`config.mk`:
```
export PLATFORM = sky130hd
export DESIGN_NAME = wdog_control_flags
export DESIGN_NICKNAME = d
export VERILOG_FILES = /design/src/rtl/wdog_pkg.sv /design/src/rtl/wdog_control_flags.sv /design/src/rtl/wdog_counter.sv
export VERILOG_INCLUDE_DIRS = /design/src /design/src/rtl
export SDC_FILE = /design/constraint.sdc
export NUM_CORES = 1
export LEC_CHECK = 0
export BUFFER_PORTS_ARGS = -buffer_cell sky130_fd_sc_hd__buf_4
export CAP_MARGIN = 10
export CORE_MARGIN = 2
export CORE_UTILIZATION = 45
export CTS_CLUSTER_DIAMETER = 40
export CTS_CLUSTER_SIZE = 28
export DETAILED_ROUTE_END_ITERATION = 8
export PLACE_DENSITY = 0.77
export REMOVE_ABC_BUFFERS = 1
export SLEW_MARGIN = 5
export SYNTH_ARGS = -nofsm -noshare
export SYNTH_HDL_FRONTEND = slang
export SYNTH_SLANG_ARGS = --single-unit
```
`constraint.sdc`:
```
create_clock -name i_clk -period 3.2 [get_ports i_clk]
set_clock_uncertainty 0.2 [all_clocks]
set_input_delay 0.64 -clock i_clk [delete_from_list [all_inputs] [get_ports i_clk]]
set_output_delay 0.64 -clock i_clk [all_outputs]
set_load 0.03 [all_outputs]
```
`src/rtl/wdog_regs.svh`:
```
// Register map, field positions, fixed values and timing counts of the watchdog control block.
// Assumes a 40 MHz system clock; included by the design files and the bench.
`ifndef WDOG_REGS_SVH
`define WDOG_REGS_SVH

// ----------------------------------------------------------------------------
// Byte addresses on the register bus
// ----------------------------------------------------------------------------
`define WDOG_CTRL_OFFS 12'h0D8
`define EXT_IRQ_EN_OFFS 12'h0E8
`define EXT_IRQ_PRI_OFFS 12'h0F8
`define TA_KEY_OFFS 12'h100
`define IRQ_STAT_OFFS 12'h104
`define IRQ_MASK_OFFS 12'h108

// ----------------------------------------------------------------------------
// Field positions
// ----------------------------------------------------------------------------
`define CTRL_BAUD_BIT 7
`define CTRL_POR_BIT 6
`define CTRL_IRQF_BIT 3
`define CTRL_CAUSE_BIT 2
`define CTRL_RSTEN_BIT 1
`define CTRL_RESTART_BIT 0
`define EN_WDOG_BIT 4
`define STAT_ELAPSED_BIT 0
`define STAT_WRESET_BIT 1

// ----------------------------------------------------------------------------
// Values and counts
// ----------------------------------------------------------------------------
`define TA_KEY_FIRST 8'hAA
`define TA_KEY_SECOND 8'h55
`define EN_RSVD_ONES 3'h7
`define PRI_RSVD_ZEROS 3'h0
`define RESP_OKAY 2'h0
`define RESP_DECERR 2'h3
`define MACH_CYCLE_CLKS 4
`define TA_WINDOW_MC 3
`define TA_WINDOW_CLKS (`TA_WINDOW_MC * `MACH_CYCLE_CLKS)
`define WDOG_RESET_DELAY_CLKS 512
`define WDOG_PERIOD_CLKS 131072

`endif

```
`src/rtl/wdog_pkg.sv`:
```
// Types shared by the watchdog control block: bus carriers and register layout.
// Assumes a 12-bit AXI4-Lite byte address and 32-bit data.
package wdog_pkg;

    // ------------------------------------------------------------------------
    // AXI4-Lite carriers
    // ------------------------------------------------------------------------
    typedef struct packed {
        logic awvalid;
        logic [11:0] awaddr;
        logic wvalid;
        logic [31:0] wdata;
        logic [3:0] wstrb;
        logic bready;
        logic arvalid;
        logic [11:0] araddr;
        logic rready;
    } axil_req_t;

    typedef struct packed {
        logic awready;
        logic wready;
        logic bvalid;
        logic [1:0] bresp;
        logic arready;
        logic rvalid;
        logic [31:0] rdata;
        logic [1:0] rresp;
    } axil_rsp_t;

    // ------------------------------------------------------------------------
    // Control register layout and unlock states
    // ------------------------------------------------------------------------
    typedef struct packed {
        logic serial1_baud_double;
        logic power_on;
        logic [1:0] unused;
        logic wdog_irq_flag;
        logic wdog_cause_flag;
        logic wdog_reset_enable;
        logic wdog_restart;
    } wdog_control_reg_t;

    typedef enum logic [1:0] {TA_IDLE, TA_GOT_FIRST, TA_OPEN} ta_state_t;

endpackage

```
`src/rtl/wdog_control_flags.sv`:
```
// Watchdog control and status registers with timed-access unlock, on AXI4-Lite.
// Assumes synchronous external and power-fail reset pulses; i_nrst is power-on.
//
// Operation
// - Power-up sets the power-on flag, and only a software write changes it.
// - A timeout sets the watchdog interrupt flag, which software or any reset clears.
// - Watchdog reset sets the cause flag, power-fail clears it, else software.
// - Watchdog resets are issued only while the reset enable bit is one.
// - Writing one to restart reloads the counter and the bit clears itself.
// - Without restart a timeout interrupts, and 512 clocks later resets if enabled.
// - External reset loads the control register pattern 0x000xx0, cause kept.
// - Watchdog reset sets cause, power-on/down clear it; power-on sets POR, clears enable.
// - All control bits read back; four protected bits need the timed unlock.
// - Key AAh then 55h on consecutive writes opens a three machine cycle window.
// - The three upper bits of the interrupt enable register read as ones.
// - The priority register holds watchdog and external 2 to 5 priority bits.
// - A control bit doubles serial port one baud rate and is driven out.
//
// The implementer's own choice: the AXI4-Lite slave port.
`timescale 1ns/1ps
`include "wdog_regs.svh"

module wdog_control_flags #(
    parameter int unsigned PERIOD_CLKS = `WDOG_PERIOD_CLKS
) (
    input wire logic i_clk,
    input wire logic i_nrst,
    input wire logic i_ext_rst,
    input wire logic i_pfail_rst,
    input wdog_pkg::axil_req_t i_axil,
    output wdog_pkg::axil_rsp_t o_axil,
    output logic o_irq,
    output logic o_wdog_irq,
    output logic o_wdog_reset,
    output logic o_serial1_baud_double,
    output logic [4:0] o_irq_enable_bits,
    output logic [4:0] o_irq_priority_bits
);
    import wdog_pkg::*;

    localparam logic [3:0] TA_LAST = 4'(`TA_WINDOW_CLKS - 1);

    logic awready_q, wready_q, bvalid_q, arready_q, rvalid_q;
    logic [1:0] bresp_q, rresp_q;
    logic [31:0] rdata_q, wdata_q, rd_data;
    logic [11:0] waddr_q;
    logic [3:0] wstrb_q;
    logic rd_hit, wr_fire, wr_hit;
    logic wr_ctrl, wr_en, wr_pri, wr_key, wr_stat, wr_mask;
    logic ta_open;
    ta_state_t ta_q;
    logic [3:0] ta_cnt_q;
    wdog_control_reg_t ctrl;
    logic power_on_q, reset_en_q, irq_flag_q, cause_q, restart_q;
    logic [4:0] en_q, pri_q;
    logic [1:0] stat_q, mask_q;
    logic elapsed, wdog_rst, sys_rst;

    // ------------------------------------------------------------------------
    // Watchdog counter
    // ------------------------------------------------------------------------
    // restart reloads counter
    wdog_counter #(.PERIOD_CLKS(PERIOD_CLKS)) u_cnt (
        .i_clk(i_clk),
        .i_nrst(i_nrst),
        .i_restart(restart_q | sys_rst),
        .i_reset_en(reset_en_q),
        .o_elapsed(elapsed),
        .o_reset_req(wdog_rst)
    );

    // Any reset other than power-on
    assign sys_rst = i_ext_rst | i_pfail_rst | wdog_rst;

    // ------------------------------------------------------------------------
    // AXI4-Lite write channel
    // ------------------------------------------------------------------------
    // Address and data taken in either order, response after both
    always_ff @(posedge i_clk or negedge i_nrst) begin
        if (!i_nrst) begin
            awready_q <= 1'b1;
            wready_q <= 1'b1;
            bvalid_q <= 1'b0;
            bresp_q <= `RESP_OKAY;
            waddr_q <= '0;
            wdata_q <= '0;
            wstrb_q <= '0;
        end else begin
            if (i_axil.awvalid && awready_q) begin
                awready_q <= 1'b0;
                waddr_q <= i_axil.awaddr;
            end
            if (i_axil.wvalid && wready_q) begin
                wready_q <= 1'b0;
                wdata_q <= i_axil.wdata;
                wstrb_q <= i_axil.wstrb;
            end
            if (wr_fire) begin
                bvalid_q <= 1'b1;
                bresp_q <= wr_hit ? `RESP_OKAY : `RESP_DECERR;
                awready_q <= 1'b1;
                wready_q <= 1'b1;
            end else if (bvalid_q && i_axil.bready) begin
                bvalid_q <= 1'b0;
            end
        end
    end

    // Write strobes per register, byte lane 0 only
    assign wr_fire = !awready_q && !wready_q && !bvalid_q;
    assign wr_hit = (waddr_q == `WDOG_CTRL_OFFS) || (waddr_q == `EXT_IRQ_EN_OFFS)
        || (waddr_q == `EXT_IRQ_PRI_OFFS) || (waddr_q == `TA_KEY_OFFS)
        || (waddr_q == `IRQ_STAT_OFFS) || (waddr_q == `IRQ_MASK_OFFS);
    assign wr_ctrl = wr_fire && wstrb_q[0] && (waddr_q == `WDOG_CTRL_OFFS);
    assign wr_en = wr_fire && wstrb_q[0] && (waddr_q == `EXT_IRQ_EN_OFFS);
    assign wr_pri = wr_fire && wstrb_q[0] && (waddr_q == `EXT_IRQ_PRI_OFFS);
    assign wr_key = wr_fire && wstrb_q[0] && (waddr_q == `TA_KEY_OFFS);
    assign wr_stat = wr_fire && wstrb_q[0] && (waddr_q == `IRQ_STAT_OFFS);
    assign wr_mask = wr_fire && wstrb_q[0] && (waddr_q == `IRQ_MASK_OFFS);

    // ------------------------------------------------------------------------
    // AXI4-Lite read channel
    // ------------------------------------------------------------------------
    // reserved enable bits read high
    always_comb begin
        rd_data = '0;
        rd_hit = 1'b1;
        unique case (i_axil.araddr)
            `WDOG_CTRL_OFFS: rd_data[7:0] = ctrl;
            `EXT_IRQ_EN_OFFS: rd_data[7:0] = {`EN_RSVD_ONES, en_q};
            `EXT_IRQ_PRI_OFFS: rd_data[7:0] = {`PRI_RSVD_ZEROS, pri_q};
            `TA_KEY_OFFS: rd_data[7:0] = 8'h00;
            `IRQ_STAT_OFFS: rd_data[1:0] = stat_q;
            `IRQ_MASK_OFFS: rd_data[1:0] = mask_q;
            default: rd_hit = 1'b0;
        endcase
    end

    // One read in flight, data registered
    always_ff @(posedge i_clk or negedge i_nrst) begin
        if (!i_nrst) begin
            arready_q <= 1'b1;
            rvalid_q <= 1'b0;
            rdata_q <= '0;
            rresp_q <= `RESP_OKAY;
        end else if (i_axil.arvalid && arready_q) begin
            arready_q <= 1'b0;
            rvalid_q <= 1'b1;
            rdata_q <= rd_data;
            rresp_q <= rd_hit ? `RESP_OKAY : `RESP_DECERR;
        end else if (rvalid_q && i_axil.rready) begin
            arready_q <= 1'b1;
            rvalid_q <= 1'b0;
        end
    end

    assign o_axil = '{awready: awready_q, wready: wready_q, bvalid: bvalid_q,
        bresp: bresp_q, arready: arready_q, rvalid: rvalid_q, rdata: rdata_q,
        rresp: rresp_q};

    // ------------------------------------------------------------------------
    // Timed-access unlock
    // ------------------------------------------------------------------------
    // key pair opens window
    always_ff @(posedge i_clk or negedge i_nrst) begin
        if (!i_nrst) begin
            ta_q <= TA_IDLE;
            ta_cnt_q <= '0;
        end else if (sys_rst) begin
            ta_q <= TA_IDLE;
            ta_cnt_q <= '0;
        end else begin
            unique case (ta_q)
                TA_IDLE: begin
                    if (wr_key && wdata_q[7:0] == `TA_KEY_FIRST) begin
                        ta_q <= TA_GOT_FIRST;
                    end
                end
                TA_GOT_FIRST: begin
                    // Any other write in between breaks the sequence
                    if (wr_key && wdata_q[7:0] == `TA_KEY_SECOND) begin
                        ta_q <= TA_OPEN;
                        ta_cnt_q <= TA_LAST;
                    end else if (wr_fire) begin
                        ta_q <= TA_IDLE;
                    end
                end
                TA_OPEN: begin
                    ta_cnt_q <= ta_cnt_q - 1'b1;
                    if (ta_cnt_q == '0) begin
                        ta_q <= TA_IDLE;
                    end
                end
            endcase
        end
    end

    assign ta_open = (ta_q == TA_OPEN);

    // ------------------------------------------------------------------------
    // Watchdog control register
    // ------------------------------------------------------------------------
    // power-on flag, protected
    always_ff @(posedge i_clk or negedge i_nrst) begin
        if (!i_nrst) begin
            power_on_q <= 1'b1;
        end else if (wr_ctrl && ta_open) begin
            power_on_q <= wdata_q[`CTRL_POR_BIT];
        end
    end

    always_ff @(posedge i_clk or negedge i_nrst) begin
        if (!i_nrst) begin
            reset_en_q <= 1'b0;
        end else if (wr_ctrl && ta_open) begin
            reset_en_q <= wdata_q[`CTRL_RSTEN_BIT];
        end
    end

    always_ff @(posedge i_clk or negedge i_nrst) begin
        if (!i_nrst) begin
            irq_flag_q <= 1'b0;
        end else if (sys_rst) begin
            irq_flag_q <= 1'b0;
        end else if (elapsed) begin
            irq_flag_q <= 1'b1;
        end else if (wr_ctrl && ta_open) begin
            irq_flag_q <= wdata_q[`CTRL_IRQF_BIT];
        end
    end

    // cause flag; external reset keeps it
    always_ff @(posedge i_clk or negedge i_nrst) begin
        if (!i_nrst) begin
            cause_q <= 1'b0;
        end else if (wdog_rst) begin
            cause_q <= 1'b1;
        end else if (i_pfail_rst) begin
            cause_q <= 1'b0;
        end else if (wr_ctrl && !i_ext_rst) begin
            cause_q <= wdata_q[`CTRL_CAUSE_BIT];
        end
    end

    always_ff @(posedge i_clk or negedge i_nrst) begin
        if (!i_nrst) begin
            restart_q <= 1'b0;
        end else if (sys_rst || restart_q) begin
            restart_q <= 1'b0;
        end else if (wr_ctrl && ta_open) begin
            restart_q <= wdata_q[`CTRL_RESTART_BIT];
        end
    end

    // baud doubling, plain write; external reset clears
    always_ff @(posedge i_clk or negedge i_nrst) begin
        if (!i_nrst) begin
            o_serial1_baud_double <= 1'b0;
        end else if (sys_rst) begin
            o_serial1_baud_double <= 1'b0;
        end else if (wr_ctrl) begin
            o_serial1_baud_double <= wdata_q[`CTRL_BAUD_BIT];
        end
    end

    assign ctrl = '{serial1_baud_double: o_serial1_baud_double, power_on: power_on_q,
        unused: 2'h0, wdog_irq_flag: irq_flag_q, wdog_cause_flag: cause_q,
        wdog_reset_enable: reset_en_q, wdog_restart: restart_q};

    // ------------------------------------------------------------------------
    // Extended enable and priority registers
    // ------------------------------------------------------------------------
    // enables, priorities
    always_ff @(posedge i_clk or negedge i_nrst) begin
        if (!i_nrst) begin
            en_q <= '0;
            pri_q <= '0;
        end else if (sys_rst) begin
            en_q <= '0;
            pri_q <= '0;
        end else begin
            if (wr_en) begin
                en_q <= wdata_q[4:0];
            end
            if (wr_pri) begin
                pri_q <= wdata_q[4:0];
            end
        end
    end

    assign o_irq_enable_bits = en_q;
    assign o_irq_priority_bits = pri_q;

    // ------------------------------------------------------------------------
    // Event status, mask and interrupt outputs
    // ------------------------------------------------------------------------
    // Sticky events, write one to clear; a new event wins
    always_ff @(posedge i_clk or negedge i_nrst) begin
        if (!i_nrst) begin
            stat_q <= '0;
            mask_q <= '0;
        end else begin
            stat_q[`STAT_ELAPSED_BIT] <= elapsed
                || (stat_q[`STAT_ELAPSED_BIT] && !(wr_stat && wdata_q[`STAT_ELAPSED_BIT]));
            stat_q[`STAT_WRESET_BIT] <= wdog_rst
                || (stat_q[`STAT_WRESET_BIT] && !(wr_stat && wdata_q[`STAT_WRESET_BIT]));
            if (wr_mask) begin
                mask_q <= wdata_q[1:0];
            end
        end
    end

    // interrupt only when enabled; reset pulse gated in counter
    always_ff @(posedge i_clk or negedge i_nrst) begin
        if (!i_nrst) begin
            o_irq <= 1'b0;
            o_wdog_irq <= 1'b0;
            o_wdog_reset <= 1'b0;
        end else begin
            o_irq <= |(stat_q & mask_q);
            o_wdog_irq <= irq_flag_q && en_q[`EN_WDOG_BIT];
            o_wdog_reset <= wdog_rst;
        end
    end

    // ------------------------------------------------------------------------
    // Assertions
    // ------------------------------------------------------------------------
    property p_por_hold;
        @(posedge i_clk) disable iff (!i_nrst)
        $fell(power_on_q) |-> $past(wr_ctrl && ta_open);
    endproperty
    a_por_hold: assert property (p_por_hold) else $error("power-on flag fell");

    property p_irqf_set;
        @(posedge i_clk) disable iff (!i_nrst)
        (elapsed && !sys_rst) |=> irq_flag_q;
    endproperty
    a_irqf_set: assert property (p_irqf_set) else $error("irq flag not set");

    property p_cause_pfail;
        @(posedge i_clk) disable iff (!i_nrst)
        (i_pfail_rst && !wdog_rst) |=> !cause_q;
    endproperty
    a_cause_pfail: assert property (p_cause_pfail) else $error("cause kept on pfail");

    property p_rst_gate;
        @(posedge i_clk) disable iff (!i_nrst)
        wdog_rst |-> $past(reset_en_q);
    endproperty
    a_rst_gate: assert property (p_rst_gate) else $error("reset while disabled");

    property p_restart_clr;
        @(posedge i_clk) disable iff (!i_nrst)
        restart_q |=> !restart_q ##1 !elapsed;
    endproperty
    a_restart_clr: assert property (p_restart_clr) else $error("restart stuck");

    property p_rst_delay;
        @(posedge i_clk) disable iff (!i_nrst)
        wdog_rst |-> $past(elapsed, `WDOG_RESET_DELAY_CLKS);
    endproperty
    a_rst_delay: assert property (p_rst_delay) else $error("reset delay wrong");

    property p_ext_pattern;
        @(posedge i_clk) disable iff (!i_nrst)
        (i_ext_rst && !wdog_rst && !i_pfail_rst) |=> !o_serial1_baud_double
            && !irq_flag_q && !restart_q && cause_q == $past(cause_q);
    endproperty
    a_ext_pattern: assert property (p_ext_pattern) else $error("ext reset pattern");

    property p_cause_set;
        @(posedge i_clk) disable iff (!i_nrst)
        wdog_rst |=> cause_q ##1 o_wdog_reset == 1'b0;
    endproperty
    a_cause_set: assert property (p_cause_set) else $error("cause not set");

    property p_locked;
        @(posedge i_clk) disable iff (!i_nrst)
        (wr_ctrl && !ta_open) |=> reset_en_q == $past(reset_en_q);
    endproperty
    a_locked: assert property (p_locked) else $error("locked bit written");

    property p_ta_window;
        @(posedge i_clk) disable iff (!i_nrst || sys_rst)
        $rose(ta_open) |-> ta_open[*8] ##1 ta_open[*4] ##1 !ta_open;
    endproperty
    a_ta_window: assert property (p_ta_window) else $error("unlock window length");

    property p_en_rsvd;
        @(posedge i_clk) disable iff (!i_nrst)
        (i_axil.arvalid && arready_q && i_axil.araddr == `EXT_IRQ_EN_OFFS)
            |=> rdata_q[7:5] == `EN_RSVD_ONES;
    endproperty
    a_en_rsvd: assert property (p_en_rsvd) else $error("reserved bits not high");

    property p_pri_wr;
        @(posedge i_clk) disable iff (!i_nrst)
        (wr_pri && !sys_rst) |=> o_irq_priority_bits == $past(wdata_q[4:0]);
    endproperty
    a_pri_wr: assert property (p_pri_wr) else $error("priority not stored");

    property p_baud_wr;
        @(posedge i_clk) disable iff (!i_nrst)
        (wr_ctrl && !sys_rst) |=> o_serial1_baud_double == $past(wdata_q[`CTRL_BAUD_BIT]);
    endproperty
    a_baud_wr: assert property (p_baud_wr) else $error("baud bit not stored");

    c_timeout: cover property (@(posedge i_clk) disable iff (!i_nrst) elapsed);
    c_wreset: cover property (@(posedge i_clk) disable iff (!i_nrst) wdog_rst);
    c_unlock: cover property (@(posedge i_clk) disable iff (!i_nrst) wr_ctrl && ta_open);
endmodule

```
`src/rtl/wdog_counter.sv`:
```
// Watchdog period counter and the delayed reset request that follows a timeout.
// Assumes restart is a one-cycle pulse on the system clock.
`timescale 1ns/1ps
`include "wdog_regs.svh"

module wdog_counter #(
    parameter int unsigned PERIOD_CLKS = `WDOG_PERIOD_CLKS
) (
    input wire logic i_clk,
    input wire logic i_nrst,
    input wire logic i_restart,
    input wire logic i_reset_en,
    output logic o_elapsed,
    output logic o_reset_req
);
    localparam int CW = $clog2(PERIOD_CLKS);
    localparam logic [CW-1:0] LAST = CW'(PERIOD_CLKS - 1);
    // Arming clock and request clock each count as one of the delay clocks
    localparam logic [9:0] DLY_LAST = 10'(`WDOG_RESET_DELAY_CLKS - 2);

    logic [CW-1:0] cnt_q;
    logic [9:0] dly_q;
    logic armed_q;

    // ------------------------------------------------------------------------
    // Period count
    // ------------------------------------------------------------------------
    // fixed terminal count
    always_ff @(posedge i_clk or negedge i_nrst) begin
        if (!i_nrst) begin
            cnt_q <= '0;
            o_elapsed <= 1'b0;
        end else if (i_restart) begin
            cnt_q <= '0;
            o_elapsed <= 1'b0;
        end else begin
            cnt_q <= (cnt_q == LAST) ? '0 : cnt_q + 1'b1;
            o_elapsed <= (cnt_q == LAST);
        end
    end

    // ------------------------------------------------------------------------
    // Reset delay after timeout
    // ------------------------------------------------------------------------
    // reset 512 later
    always_ff @(posedge i_clk or negedge i_nrst) begin
        if (!i_nrst) begin
            armed_q <= 1'b0;
            dly_q <= '0;
            o_reset_req <= 1'b0;
        end else if (i_restart) begin
            armed_q <= 1'b0;
            dly_q <= '0;
            o_reset_req <= 1'b0;
        end else begin
            o_reset_req <= armed_q && (dly_q == DLY_LAST) && i_reset_en;
            if (o_elapsed && !armed_q) begin
                armed_q <= 1'b1;
                dly_q <= '0;
            end else if (armed_q) begin
                dly_q <= dly_q + 1'b1;
                armed_q <= (dly_q != DLY_LAST);
            end
        end
    end

    property p_period;
        @(posedge i_clk) disable iff (!i_nrst)
        o_elapsed |-> $past(cnt_q) == LAST;
    endproperty
    a_period: assert property (p_period) else $error("elapsed off terminal count");
endmodule

```
After elaboration in Yosys (flattened, before gate mapping)
Index checks and enable logic that the tools add are counted.
- flip-flop bits (word level): 97
- input bits: 69
- output and inout port bits: 55
- word-level logic and storage cells: 168
- add/subtract/negate cells: 3
- equal/unequal tests: 23
- multiplexer cells: 48
- bitwise gates (word level): 4
- reductions and logical operators: 59
- operator list (kind ; count):
    == test 12 x 8 -> 1 bit, second input constant ; 6
    == test 12 x 9 -> 1 bit, second input constant ; 6
    2-to-1 mux 17 bit ; 2
    2-to-1 mux 10 bit ; 3
    logical AND 1 bit ; 26
    2-to-1 mux 1 bit ; 26
    2-to-1 mux 5 bit ; 4
    case mux 6 bit (3 select lines) ; 1
    adder 17 x 1 -> 17 bit, second input constant ; 1
    == test 17 bit, second input constant ; 1
    nonzero test 2 bit ; 8
    2-to-1 mux 2 bit ; 7
    nonzero test 3 bit ; 4
    adder 10 x 1 -> 10 bit, second input constant ; 1
    == test 10 x 9 -> 1 bit, second input constant ; 1
    != test 10 x 9 -> 1 bit, second input constant ; 1
    case mux 2 bit (5 select lines) ; 1
    == test 8 x 7 -> 1 bit, second input constant ; 1
    == test 8 bit, second input constant ; 1
    logical OR 1 bit ; 8
    2-to-1 mux 4 bit ; 2
    case mux 4 bit (2 select lines) ; 1
    logical NOT 1 bit ; 7
    != test 3 bit, second input constant ; 2
    14 further kinds ; 16

Longest topological paths before layout
Gate-level depths: netlist of the first run.
- depth in word-level cells: 9
- gate-level depth with buffers: 9
- gate-level depth less buffers: 7

Hierarchy
A second synthesis of the first run with hierarchy kept.
- cell total of the unflattened synthesis: 467
- area, all modules: 4887.2 um^2
- by module, submodules not included (module ; times used ; cells an instance ; area an instance (um^2) ; sequential area each (um^2)):
    wdog_control_flags ; 1 ; 308 ; 3342.0 ; 1631.6
    wdog_counter ; 1 ; 159 ; 1545.2 ; 750.7

Worst setup path after synthesis of the first run
OpenSTA, ideal clock, no wires.
- kind: input port to flip-flop
- from: input port i_axil[1] (netlist name)
- to: register rdata_q[2]
- setup time: 96 ps
- arrival time: 2050 ps
- data required time: 2904 ps
- slack: 854 ps
- cell stages on the path: 4
- path buffers: 0
- cell sequence: or4_1 > nor4_4 > o21ai_0 > o31ai_1
- word-level cells in the longest chain between the ends: 2
- elaborated cells between the ends (all ways): 4
- those cells by class: eq/ne: 3; mux: 1
- RTL lines (what ; RTL line ; source):
    start, declared ; wdog_control_flags.sv:30 ; input wdog_pkg::axil_req_t i_axil,
    == test 12 x 8 -> 1 bit ; wdog_control_flags.sv:128 ; unique case (i_axil.araddr)
    case mux 6 bit (3 select lines) * ; wdog_control_flags.sv:128 ;
    end signal, assigned ; wdog_control_flags.sv:149 ; rdata_q <= rd_data;
    end, declared ; wdog_control_flags.sv:45 ; logic [31:0] rdata_q, wdata_q, rd_data;
Every way passes the cells marked *; elsewhere a longest branch is shown, timed or not.
A chain may end at the register's enable or synchronous reset.

Worst setup path in the final report of the first run
- from: register ta_q[1]
- to: register ta_cnt_q[0]
- word-level cells in the longest chain between the ends: 3
- elaborated cells between the ends (all ways): 7
- those cells by class: eq/ne: 3; mux: 2; reduce/logical: 2
- RTL lines (what ; RTL line ; source):
    start, declared ; wdog_control_flags.sv:51 ; ta_state_t ta_q;
    start signal, assigned ; wdog_control_flags.sv:167 ; ta_q <= TA_IDLE;
    start signal, assigned ; wdog_control_flags.sv:170 ; ta_q <= TA_IDLE;
    start signal, assigned ; wdog_control_flags.sv:176 ; ta_q <= TA_GOT_FIRST;
    == test 2 bit / == test 2 x 1 -> 1 bit (equally long branches) ; wdog_control_flags.sv:173 ; unique case (ta_q)
    case mux 4 bit (2 select lines), or another cell as far along ; wdog_control_flags.sv:173 ;
    2-to-1 mux 4 bit / AND reduction 2 bit (equally long branches) ; -- ;
    end signal, assigned ; wdog_control_flags.sv:189 ; ta_cnt_q <= ta_cnt_q - 1'b1;
    end, declared ; wdog_control_flags.sv:52 ; logic [3:0] ta_cnt_q;
Parallel ways exist; a longest one is shown, timed or not.

==> results list, run 1 <==
* Crit path time final: 2.53 ns
* Class of the tightest hold or removal check: in2async
* Critical path type: reg2reg
- Leaving out fill and tap cells, the most frequent cell in the layout is dfrtp_1.
- STA classifies the critical path startpoint as a flop.
* Number of antenna violations at the first check in global routing: 0
* Crit path buf inv count: 1
- Tightest hold margin: 0.0325 ns
- Among all flip-flop cells after synthesis, the most frequent one is dfrtp_1.
- Crit share post-route: 79.0%
* Delay of the slowest cell on the worst path: 0.56 ns
- Total power divided by cell area: 541 mW/mm^2
- Dividing the detail-routed wire length by the instance count gives 15.9 microns.
* Per-instance average area after synthesis: 10.6 sq um
* Final cell count without fillers: 655
- The final layout contains routed wiring with a total length of 10400 microns.
* CTS Buf Count: 9
* CP Data Required Time: 3.25 ns
- Clock tree from TritonCTS: built
- Total half-perimeter wirelength after legalization and detailed placement: 7680 microns
- Setup violations remaining at the end of the flow were counted as 0.
- Grouping stages by cell kind, the critical path spends the most delay in simple AND/OR/NAND/NOR gates.
- STA classifies the critical path endpoint as a flop.
- In this run the worst path has a maximum fanout of 6.
- After synthesis the cells add up to 0.00479 sq mm.
- Worst flop-to-flop path endpoint: ta_cnt_q[0]
* Number of buffer cells added on primary ports: 72
- For this run, design rule violations remaining after detail routing come to 0.
* DIE AREA: 0.0115 sq mm
- At the end of the flow the core is filled with cells to 53.4%.
* FMAX: 396 MHz
- Sequential elements use 49.7% of the synthesized area.
- Rel. slew slack: 51.4%
- Count of final hold-check violations: 0
* Status: finished, final reports clean
- Entering global routing, the biggest net connects 59 pins.
- Die X: 107 microns
* Unrepaired setup endpoints after global routing: false
- Traced cell by cell, the critical path runs through inv_1, ha_1, nor4bb_1, nand4b_1, nor4_1, nor3_1, a311oi_1.
- Start of the worst register-to-register path: ta_q[1]
* Maximum Capacitance Violations: 0
- RePlAce Congestion: 0.832
- In this run, distinct cell masters in the synthesized netlist total 52.
- CP arrival: 2.58 ns
* Clk root buf: clkbuf_8
- The floorplan has 37 rows.
* Worst r2r path cells: 7
* Io pins: 124
- After layout, the design draws a total of 2980 uW.
- Gate count of the mapped netlist: 453
- In this run the static leakage power is 0.00252 uW.
- Total of hold buffers inserted after clock tree synthesis: 0
* Die span in y: 107 microns
* Initial core utilization: 46.4%
- DRT iter0 DRCs: 253
- Vias: 3475
- The count of nets left with antenna violations once routing finished came out at 0.
- GR Util All Layers: 18.9%
* Setup slack on the worst flop-to-flop path: 0.67 ns
- The first global-routing pass estimated 17100 microns of wire.
* Measured slew at the worst slew-check pin: 0.726 ns
* Initial DRT Pass Iterations: 4
* Commonest cells after routing, fill and taps aside: dfrtp_1, buf_4, nor2_1, mux2_2, nand2_1
* Share of flip-flops with an asynchronous set or reset: 100%
- In the final timing run, aggregate negative setup slack is 0 ns.
- Count of nets after finishing: 592
- Count of flip-flops with a built-in enable after synthesis: 0
- Clk pin slew, worst setup/hold paths: 0.10 ns
- The Yosys step of the flow raised 0 warnings.
- Dividing the detail-routed via count by the number of cells gives 5.31.
* Maximum clock path buffer count: 2
* Setup Fix Bufs, Post-CTS: 0
* Number of synthesized register bits: 95
* Total global routing overflow: 0
* CTS sink count: 95
- Slowest CP cell: nor4_1
- The post-route netlist has 25.2% of its cells at a drive strength greater than 1.
- Area of the core region: 0.0103 sq mm
* Via count of the first global-routing pass: 3508
- Number of H-tree levels: 3
* Dpl cells: 639
* Number of resized instances in the post-cts repair step: 0
* Syn-to-layout area delta: 15.0%
- For the worst-skew pair, the clock arrives at the later sink with an insertion delay of 0.37 ns.
* Final Slew Violations: 0
* VDD IR-drop max: 0.000426 V
- 0 antenna diodes ended up in the layout.
worst register-to-register path, stage by stage (launching register included):
cell      delay [ns]
dfrtp_1         0.41
inv_1           0.09
ha_1            0.27
nor4bb_1        0.26
nand4b_1        0.18
nor4_1          0.56
nor3_1          0.12
a311oi_1        0.33
per-stage QoR:
step,cell area (sq um),setup WS (ns)
2_1_floorplan,4580,0.854
3_3_place_gp,5320,0.594
3_5_place_dp,5320,0.538
4_1_cts,5510,0.706
5_1_grt,5510,0.462
6_report,5510,0.672
power by group:
| group | internal, uW | leakage, uW | switching (uW) |
|---|---|---|---|
| Sequential | 1380 | 0.00126 | 227 |
| Combinational | 276 | 0.00117 | 344 |
| Clock | 315 | 0.0000939 | 439 |
| Total | 1970 | 0.00252 | 1010 |
kinds of logic (layout without fill, tap and decap cells):
family | after synthesis | in the layout | synth area share (%)
simple gates | 168 | 168 | 19.3
flops | 95 | 95 | 49.7
other cells | 1 | 24 | 0.0783
xor+xnor | 19 | 19 | 3.47
buf+inv | 64 | 107 | 7.49
fa+ha+maj | 9 | 9 | 2.35
compound gates | 52 | 52 | 7.36
mux | 45 | 45 | 10.2
metal layers:
| layer | vias to the layer above | wire length [microns] | GRT usage (%) |
|---|---|---|---|
| met5 | - | 0 | 0 |
| met4 | 0 | 195 | 7.61 |
| met3 | 16 | 705 | 4.07 |
| met2 | 120 | 5130 | 31.2 |
| met1 | 1685 | 4380 | 24.1 |
| li1 | 1654 | - | - |
cells in the mapped netlist, types with 4 or more instances:
| master | count | share of area (%) |
|---|---|---|
| clkbuf_1 | 14 | 1.1 |
| or3_1 | 7 | 0.91 |
| a22oi_1 | 10 | 1.6 |
| nor2_1 | 47 | 3.7 |
| buf_4 | 31 | 4.9 |
| o21ai_0 | 13 | 1.4 |
| and2_1 | 5 | 0.65 |
| a21oi_1 | 7 | 0.73 |
| inv_1 | 17 | 1.3 |
| nor2b_1 | 6 | 0.78 |
| xor2_1 | 13 | 2.4 |
| nor4_1 | 6 | 0.78 |
| mux2i_1 | 15 | 3.1 |
| nand3_1 | 22 | 2.3 |
| and3_1 | 6 | 0.78 |
| nand2_1 | 27 | 2.1 |
| mux2_2 | 30 | 7.0 |
| dfrtp_1 | 91 | 48 |
| a21o_1 | 4 | 0.63 |
| nor3_1 | 11 | 1.1 |
| xnor2_1 | 6 | 1.1 |
| ha_1 | 9 | 2.3 |
| nand4_1 | 7 | 0.91 |
| dfstp_2 | 4 | 2.2 |
area by class of cell:
cell class,instances,area [sq um]
Clock inverter,6,51.3
Clock buffer,10,138
Sequential cell,95,2380
Tap cell,136,170
Fill cell,906,4810
Inverter,17,63.8
Timing Repair Buffer,74,568
Multi-Input combinational cell,317,2140
state kept, by name, summed over array words and instances (netlist names), 4 cells and up:
name,flops
u_cnt.cnt_q,17
u_cnt.dly_q,10
o_irq_priority_bits,5
wdata_q,8
rdata_q,8
ta_cnt_q,4
o_irq_enable_bits,5
waddr_q,12
worst max-delay path by stage:
stage / slack [ns] / to / from / cells past startpoint
2_1_floorplan: 0.85 / rdata_q[2] / i_axil[1] / 4
3_3_place_gp: 0.59 / rdata_q[3] / i_axil[1] / 5
3_5_place_dp: 0.54 / rdata_q[2] / i_axil[1] / 5
4_1_cts: 0.71 / reset_en_q / waddr_q[2] / 4
5_1_grt: 0.46 / ta_cnt_q[0] / ta_q[1] / 7
6_report: 0.67 / ta_cnt_q[0] / ta_q[1] / 7
(Power assumes the default switching activity.)
==> run 2, diff against run 1 <==
- ABC_AREA: unset -> 1
- PLACE_DENSITY: 0.77 -> 0.76
- clock period: 3.2 -> 2.55 ns (I/O delays scaled with it)
==> run 2 against run 1 <==
Total power grew 49%. Via count rose by 20%. Global-route usage shrank 0.45 points. Critical path type unchanged. Largest cell class unchanged.
==> results list, run 2 <==
- Status: finished, final reports clean
- Count of endpoints failing setup in the final report: 0
* Setup Fix Bufs, Post-CTS: 0
* Count of synthesis-stage warnings from yosys: 0
* Syn-to-layout area delta: 16.8%
- For this run, the top clock speed supported by timing is 459 MHz.
- The largest total area in the synthesized netlist belongs to dfrtp_1.
- Once detailed placement completed, the half-perimeter wirelength came to 7960 microns.
* Per-instance average area after synthesis: 8.17 sq um
* GR Layer Usage met3: 3.20%
- Global routing usage on met2: 31.4%
* Clk_lat worst skew: 0.36 ns
* Worst r2r path cells: 11
* Synth Flop Type: dfrtp_1
- At the pin with the least slew margin, the transition time is 0.544 ns.
* Count of nets left with antenna violations after detail routing: 0
- Counting flops per register, the top entry is u_cnt.cnt_q.
- The finished cells cover 0.00584 sq mm.
* Clock tree from TritonCTS: built
* Most frequent standard cell in the layout excluding fill and tap cells: nand2_1
* Share of flip-flops with an asynchronous set or reset: 100%
- Rel. slew slack: 63.7%
* Ranking of synthesized cells by area: dfrtp_1, nand2_1, inv_1
- Vias: 4164
* Class of the tightest hold or removal check: in2reg
- Entering global routing, the biggest net connects 43 pins.
- The clock period could shrink to 2.18 ns.
* Number of resized instances in the post-cts repair step: 0
* DRC viols: 0
- In this run the most used layer during global routing was met2.
- Final Slew Violations: 0
- Via count of the first global-routing pass: 4074
* CP Data Required Time: 2.62 ns
* Number of H-tree levels: 3
- DIE AREA: 0.0120 sq mm
* First-pass GRT wire length: 17500 microns
* Proportion of total power due to net switching: 35.9%
- Sequential cell area fraction in the yosys report: 47.6%
- Once placement finished, the instance area stood at 0.00560 sq mm.
* Worst hold path cell count: 2
- VDD IR-drop max: 0.000347 V
- Switching power summed over all nets: 1590 uW
* DRT iter0 DRCs: 219
- Fraction of layout instances using a drive strength above 1: 20.7%
- For the worst setup path, the data arrival time is 2.25 ns.
- Dividing the detail-routed wire length by the instance count gives 12.5 microns.
* Maximum Capacitance Violations: 0
- Most frequently used cell type in the post-synthesis netlist: nand2_1
- The core region is 0.0108 sq mm.
- Highest fanout seen on the critical path: 10
- The slowest stage of the critical path belongs to the cell dfrtp_1.
- Cell row count: 38
- Post-Route Setup TNS: 0 ns
* Synth cell types: 38
- Aggregate routed wire length: 10400 microns
* Leakage dissipation: 0.00292 uW
- Clock Power Share: 25.5%
- Delay of the slowest cell on the worst path: 0.41 ns
* Gate count of the mapped netlist: 612
- Sequential cell area: 0.00238 sq mm
* Count of final hold-check violations: 0
- In the finished design, the share of the clock period the worst path needs comes to 85.4%.
- The number of antenna violations at the first check in global routing is 0.
- Yosys mapped a number of flops with a built-in enable equal to 0.
- CTS Buf Count: 9
- Area share of the largest cell type after synthesis: 45.5%
* Count of nets after finishing: 767
* Io pins: 124
* Clk pin slew, worst setup/hold paths: 0.10 ns
- Combinational cell fraction of total power: 29.4%
- From bottom edge to top edge, the die measures 109 microns.
* Total of fill cells in the finished design: 990
* Sequence of cells on the critical path: ha_1, nand2_1, nor2_2, nand2_1, nor2_2, nand2_1, nor4_1, ha_1, nor2_4, inv_2, nor3b_1
- Internal power of the cells: 2840 uW
- Vias per Instance: 4.99
- CTS sink count: 95
* Number of buffer cells added on primary ports: 72
* Total area of multi-input combinational cells: 0.00214 sq mm
* Worst path most repeated cell: nand2_1
- The die is 109 microns wide.
* Number of synthesized register bits: 95
* Sequential share of power: 45.0%
* Initial DRT Pass Iterations: 5
- Global routing finished with a remaining overflow of 0.
* Count of inserted antenna diode cells: 0
* GR Util All Layers: 18.4%
- The largest registers in the layout are u_cnt.cnt_q: 17 flops, waddr_q: 12 flops, u_cnt.dly_q: 10 flops.
* Critical Path Sink Type: flop
* Maximum clock path buffer count: 2
- Leaving out fill and tap cells, the most frequent cells in the layout are nand2_1, dfrtp_1, buf_4, inv_1, nor2_1.
- Once the floorplan was initialized, standard cells occupied 46.1% of the core.
- Setup repair after global routing left no endpoint under its margin.
- The critical path is of the reg2reg type.
- STA classifies the critical path startpoint as a flop.
- Commonest cells in the netlist: nand2_1, dfrtp_1, inv_1
- Power spread over the standard cell area amounts to 757 mW/mm^2.
- Global routing consumed, on the met1 layer, 23.7% of the routing resources.
- Total of hold buffers inserted after clock tree synthesis: 1
- After synthesis the cells add up to 0.00500 sq mm.
- The root buffer cell chosen for the clock tree is clkbuf_8.
* RePlAce Congestion: 0.892
* Flip-flop count of the largest register after layout: 17
[run 2: cell count changes after synthesis, moves of 19 or more]
cell,delta
a21oi_1,+27
inv_1,+57
mux2_2,-21
nand2_1,+101
nand3_1,+19
nor2_1,+22
[run 2: cells by family (layout without fill, tap and decap cells)]
logic type,Yosys count,count (layout),synth area share [%]
multiplexers,9,9,2.03
flip-flops,95,95,47.6
AND/OR/NAND/NOR,293,293,27.1
AO/OA/AOI/OAI,83,83,9.03
other,1,24,0.0750
XOR/XNOR,3,3,0.526
adder cells (fa/ha/maj),9,9,2.25
buffers and inverters,119,178,11.4
[run 2: metrics by stage]
step	setup WS, ns	std cells	hold slack [ns]	util, %	total power, uW
detailed placement	0.383	817	0.216	51.7	3330
CTS	0.360	834	0.0911	53.9	4450
global placement	0.423	817	0.189	51.7	3280
finish	0.372	834	0.100	53.9	4420
global route	0.0963	834	0.0829	53.9	4680
floorplan	0.639	599	0.0144	-	2860
[run 2: final timing paths]
check                                       start              to  slack (ns)
worst max-delay path               u_cnt.cnt_q[0]  u_cnt.cnt_q[2]        0.37
worst min-delay path                   i_axil[64]       awready_q        0.10
worst max register to register     u_cnt.cnt_q[0]  u_cnt.cnt_q[2]        0.37
worst min register to register  u_cnt.o_reset_req    o_wdog_reset        0.23
max in group asynchronous                  i_nrst       awready_q        1.03
min in group asynchronous                  i_nrst        rvalid_q        0.46
[run 2: critical path: cells and delay by family (launching register included)]
kind / cells / cell delay, ns
fa+ha+maj: 2 / 0.44
simple gates: 8 / 0.95
buf+inv: 1 / 0.10
flops: 1 / 0.41
[run 2: routing by layer]
layer  share of wire, %  up-vias  routed length (microns)
met1                 44     1953                     4610
met2                 48      131                     5020
met3                6.2       19                      647
met5                  0        -                        0
met4                1.4        0                      142
li1                   -     2061                        -
[run 2: layout make-up]
type	count	area share, %
tap	140	3.00
clock inverter	6	1.56
clock buffer	10	2.36
inverter	83	5.33
timing repair buffer	79	10.4
multi-input combinational	421	36.6
sequential	95	40.8
[run 2: power groups by stage]
stage	combinational, uW	clock [uW]	sequential (uW)
detailed placement	1310	0	2030
CTS	1310	1140	1990
finish	1300	1130	1990
floorplan	658	0	2200
global route	1430	1210	2030
global placement	1270	0	2010
==> run 3, diff against run 2 <==
- BUFFER_PORTS_ARGS: -buffer_cell sky130_fd_sc_hd__buf_4 -> -buffer_cell sky130_fd_sc_hd__buf_2
- clock period: 2.55 -> 2.67 ns (I/O delays scaled with it)
==> run 3 against run 2 <==
Worst hold slack got worse by 0.010 ns. Largest power group unchanged. Highest routed layer unchanged. Critical path depth unchanged. Flip-flop and latch count is the same. Combinational power down 11%. Routed wire length rose by 0.95%. First-iteration DRC count grew 10%. Count of clock-buffer cells in the layout decreased by 1. Global-route usage is 0.070 points higher. Maximum frequency grew 0.95%. Register-to-register slack better by 0.14 ns. Critical endpoint is now u_cnt.cnt_q[14]. Final cell count shrank 0.24%. Sequential share of layout area increased by 1.7 points.
==> results list, run 3 (synthesis gave the netlist of run 2 again) <==
* Status: finished, final reports clean
- Post-Route Setup TNS: 0 ns
- Sequential share of power: 47.7%
- After global routing the overflow that remains totals 0.
- Setup repair after global routing left no endpoint under its margin.
- DRC viols: 0
- The number of antenna violations at the first check in global routing was 0.
- Count of endpoints failing setup in the final report: 0
- The worst register-to-register path begins at u_cnt.cnt_q[0].
- Internal power of the cells: 2430 uW
- Total power divided by cell area: 711 mW/mm^2
- Once the clock tree was built, the resizer swapped 0 gates to a different size.
* Most flop-heavy register: u_cnt.cnt_q
* Kind of start point of the critical path: flop
- For flop-to-flop paths, the worst setup slack is 0.51 ns.
* First-pass GRT wire length: 17600 microns
* Proportion of total power due to net switching: 39.1%
- Routed length per placed instance: 12.6 microns
- Class of the tightest hold or removal check: in2reg
- Clk pin slew, worst setup/hold paths: 0.11 ns
- By instance count, the cell type seen most on the critical path is nand2_1.
- Hold path startpoint: i_axil[51]
* Die X: 109 microns
* Cell row count: 38
* Setup Fix Bufs, Post-CTS: 0
- Fill cells in the final layout number 1002.
- The worst setup path is of the reg2reg kind.
- Die span in y: 109 microns
- Aggregate routed wire length: 10500 microns
- Kind of cell adding the most delay to the critical path: simple AND/OR/NAND/NOR gates
- Crit share post-route: 80.8%
- The first TritonRoute pass finished after 4 iterations.
- The largest registers in the layout are u_cnt.cnt_q: 17 flops, waddr_q: 12 flops, u_cnt.dly_q: 10 flops.
* CP Data Required Time: 2.77 ns
- Leakage dissipation: 0.00284 uW
- Count of nets after finishing: 765
* Crit path buf inv count: 1
- Critical Path Sink Type: flop
* Maximum Capacitance Violations: 0
* FMAX: 463 MHz
* Initial core utilization: 46.1%
- Highest fanout seen on the critical path: 10
- Via count of the first global-routing pass: 3959
* DIE AREA: 0.0120 sq mm
- Util after Layout: 51.7%
* Number of H-tree levels: 3
* Clock tree from TritonCTS: built
- Across all setup checks in the final design, the least slack found is 0.512 ns.
- Syn-to-layout area delta: 12.2%
* Delay of the slowest cell on the worst path: 0.41 ns
- Overall power: 3990 uW
- The root buffer cell chosen for the clock tree is clkbuf_8.
- Most frequent standard cell in the layout excluding fill and tap cells: nand2_1
* Vias: 4150
- The number of hold violations in the final report was 0.
* Count of inserted antenna diode cells: 0
- Total half-perimeter wirelength after legalization and detailed placement: 7940 microns
- Count of nets left with antenna violations after detail routing: 0
* Number of buffer cells added on primary ports: 72
* GR Util All Layers: 18.5%
- In the routed layout, each cell is associated on average with a via count of 4.99.
- For the worst-skew pair, the clock arrives at the later sink with an insertion delay of 0.38 ns.
- The top cell types in the final layout, fill and taps aside, are nand2_1, dfrtp_1, inv_1, buf_2, nor2_1.
- VDD IR-drop max: 0.000377 V
* Fraction of layout instances using a drive strength above 1: 20.5%
- Total area of multi-input combinational cells: 0.00214 sq mm
* CTS Buf Count: 9
- Final Slew Violations: 0
- The register with the most flip-flops in the layout has 17 of them.
- Rel. slew slack: 60.7%
- After the first detailed-routing iteration, the DRC count stood at 241.
- Critical path launch point: u_cnt.cnt_q[0]
- For this design the top-level I/O count stands at 124.
- The sequential cells in the finished layout cover a total of 0.00238 sq mm.
* CTS sink count: 95
- Before CTS, the worst setup slack after placement is 0.506 ns.
- Per report_power, the combinational group accounts for 29.0% of the total.
* Tightest hold margin: 0.0903 ns
* Clock Power Share: 23.2%
* Switching power summed over all nets: 1560 uW
* Crit path time final: 2.16 ns
- CP arrival: 2.26 ns
* Measured slew at the worst slew-check pin: 0.588 ns
- Largest net degree at the start of global routing: 41
- At the end of routability-driven placement, the weighted congestion stood at 0.859.
- In this run the deepest clock path goes through 2 buffers.
- Slowest CP cell: dfrtp_1
* Sequence of cells on the critical path: ha_1, nand2_1, nor2_2, nand2_1, nor2_2, nand2_1, nor4_1, ha_1, nor2_4, inv_2, nor3_1
- The core region is 0.0108 sq mm.
run 3: cell types whose count changed in the layout (fill, tap and decap cells not counted):
cell	before	now
buf_2	0	71
buf_4	77	4
bufinv_16	2	0
clkbuf_8	10	9
clkinv_2	1	0
clkinv_4	1	3
clkinvlp_4	0	1
inv_6	2	1
inv_8	0	2
run 3: what timing repair did:
item                                    CTS  global route
hold buffers                              1             0
endpoints found under the setup margin    0             0
endpoints found under the hold margin    32             0
run 3: metrics by stage:
step,instance area (sq um),cells
3_5_place_dp,5410,815
6_report,5610,832
2_1_floorplan,4830,599
3_3_place_gp,5410,815
5_1_grt,5610,832
4_1_cts,5610,832
run 3: final timing paths:
check,end,depth (start not counted)
max in group asynchronous,awready_q,3
setup / recovery,u_cnt.cnt_q[14],11
setup reg to reg,u_cnt.cnt_q[14],11
hold / removal,wready_q,2
hold reg to reg,o_wdog_reset,0
min in group asynchronous,rvalid_q,2
run 3: area by class of cell:
class	count	share of cell area [%]
clock buffer	9	2.21
clock inverter	7	1.16
inverter	83	5.55
multi-input combinational	421	38.1
sequential	95	42.5
tap	140	3.12
timing repair buffer	77	7.41
run 3: worst reg2reg max path: stages (launching register included):
cell	delay [ns]
dfrtp_1	0.41
ha_1	0.21
nand2_1	0.10
nor2_2	0.05
nand2_1	0.11
nor2_2	0.06
nand2_1	0.11
nor4_1	0.07
ha_1	0.22
nor2_4	0.25
inv_2	0.10
nor3_1	0.19
run 3: power groups by stage:
stage,clock network (uW),registers [uW],logic [uW]
finish,926,1900,1160
global route,1000,1940,1290
CTS,950,1900,1170
detailed placement,0,1930,1160
global placement,0,1910,1130
floorplan,0,2100,629
run 3: layer usage:
| layer | wire length (microns) | part of all wire (%) | track usage, % | up-vias |
|---|---|---|---|---|
| li1 | - | - | - | 2057 |
| met1 | 4750 | 45 | 24.2 | 1953 |
| met2 | 4980 | 47 | 31.4 | 128 |
| met3 | 649 | 6.2 | 3.20 | 12 |
| met4 | 142 | 1.4 | 5.79 | 0 |
| met5 | 0 | 0 | 0 | - |
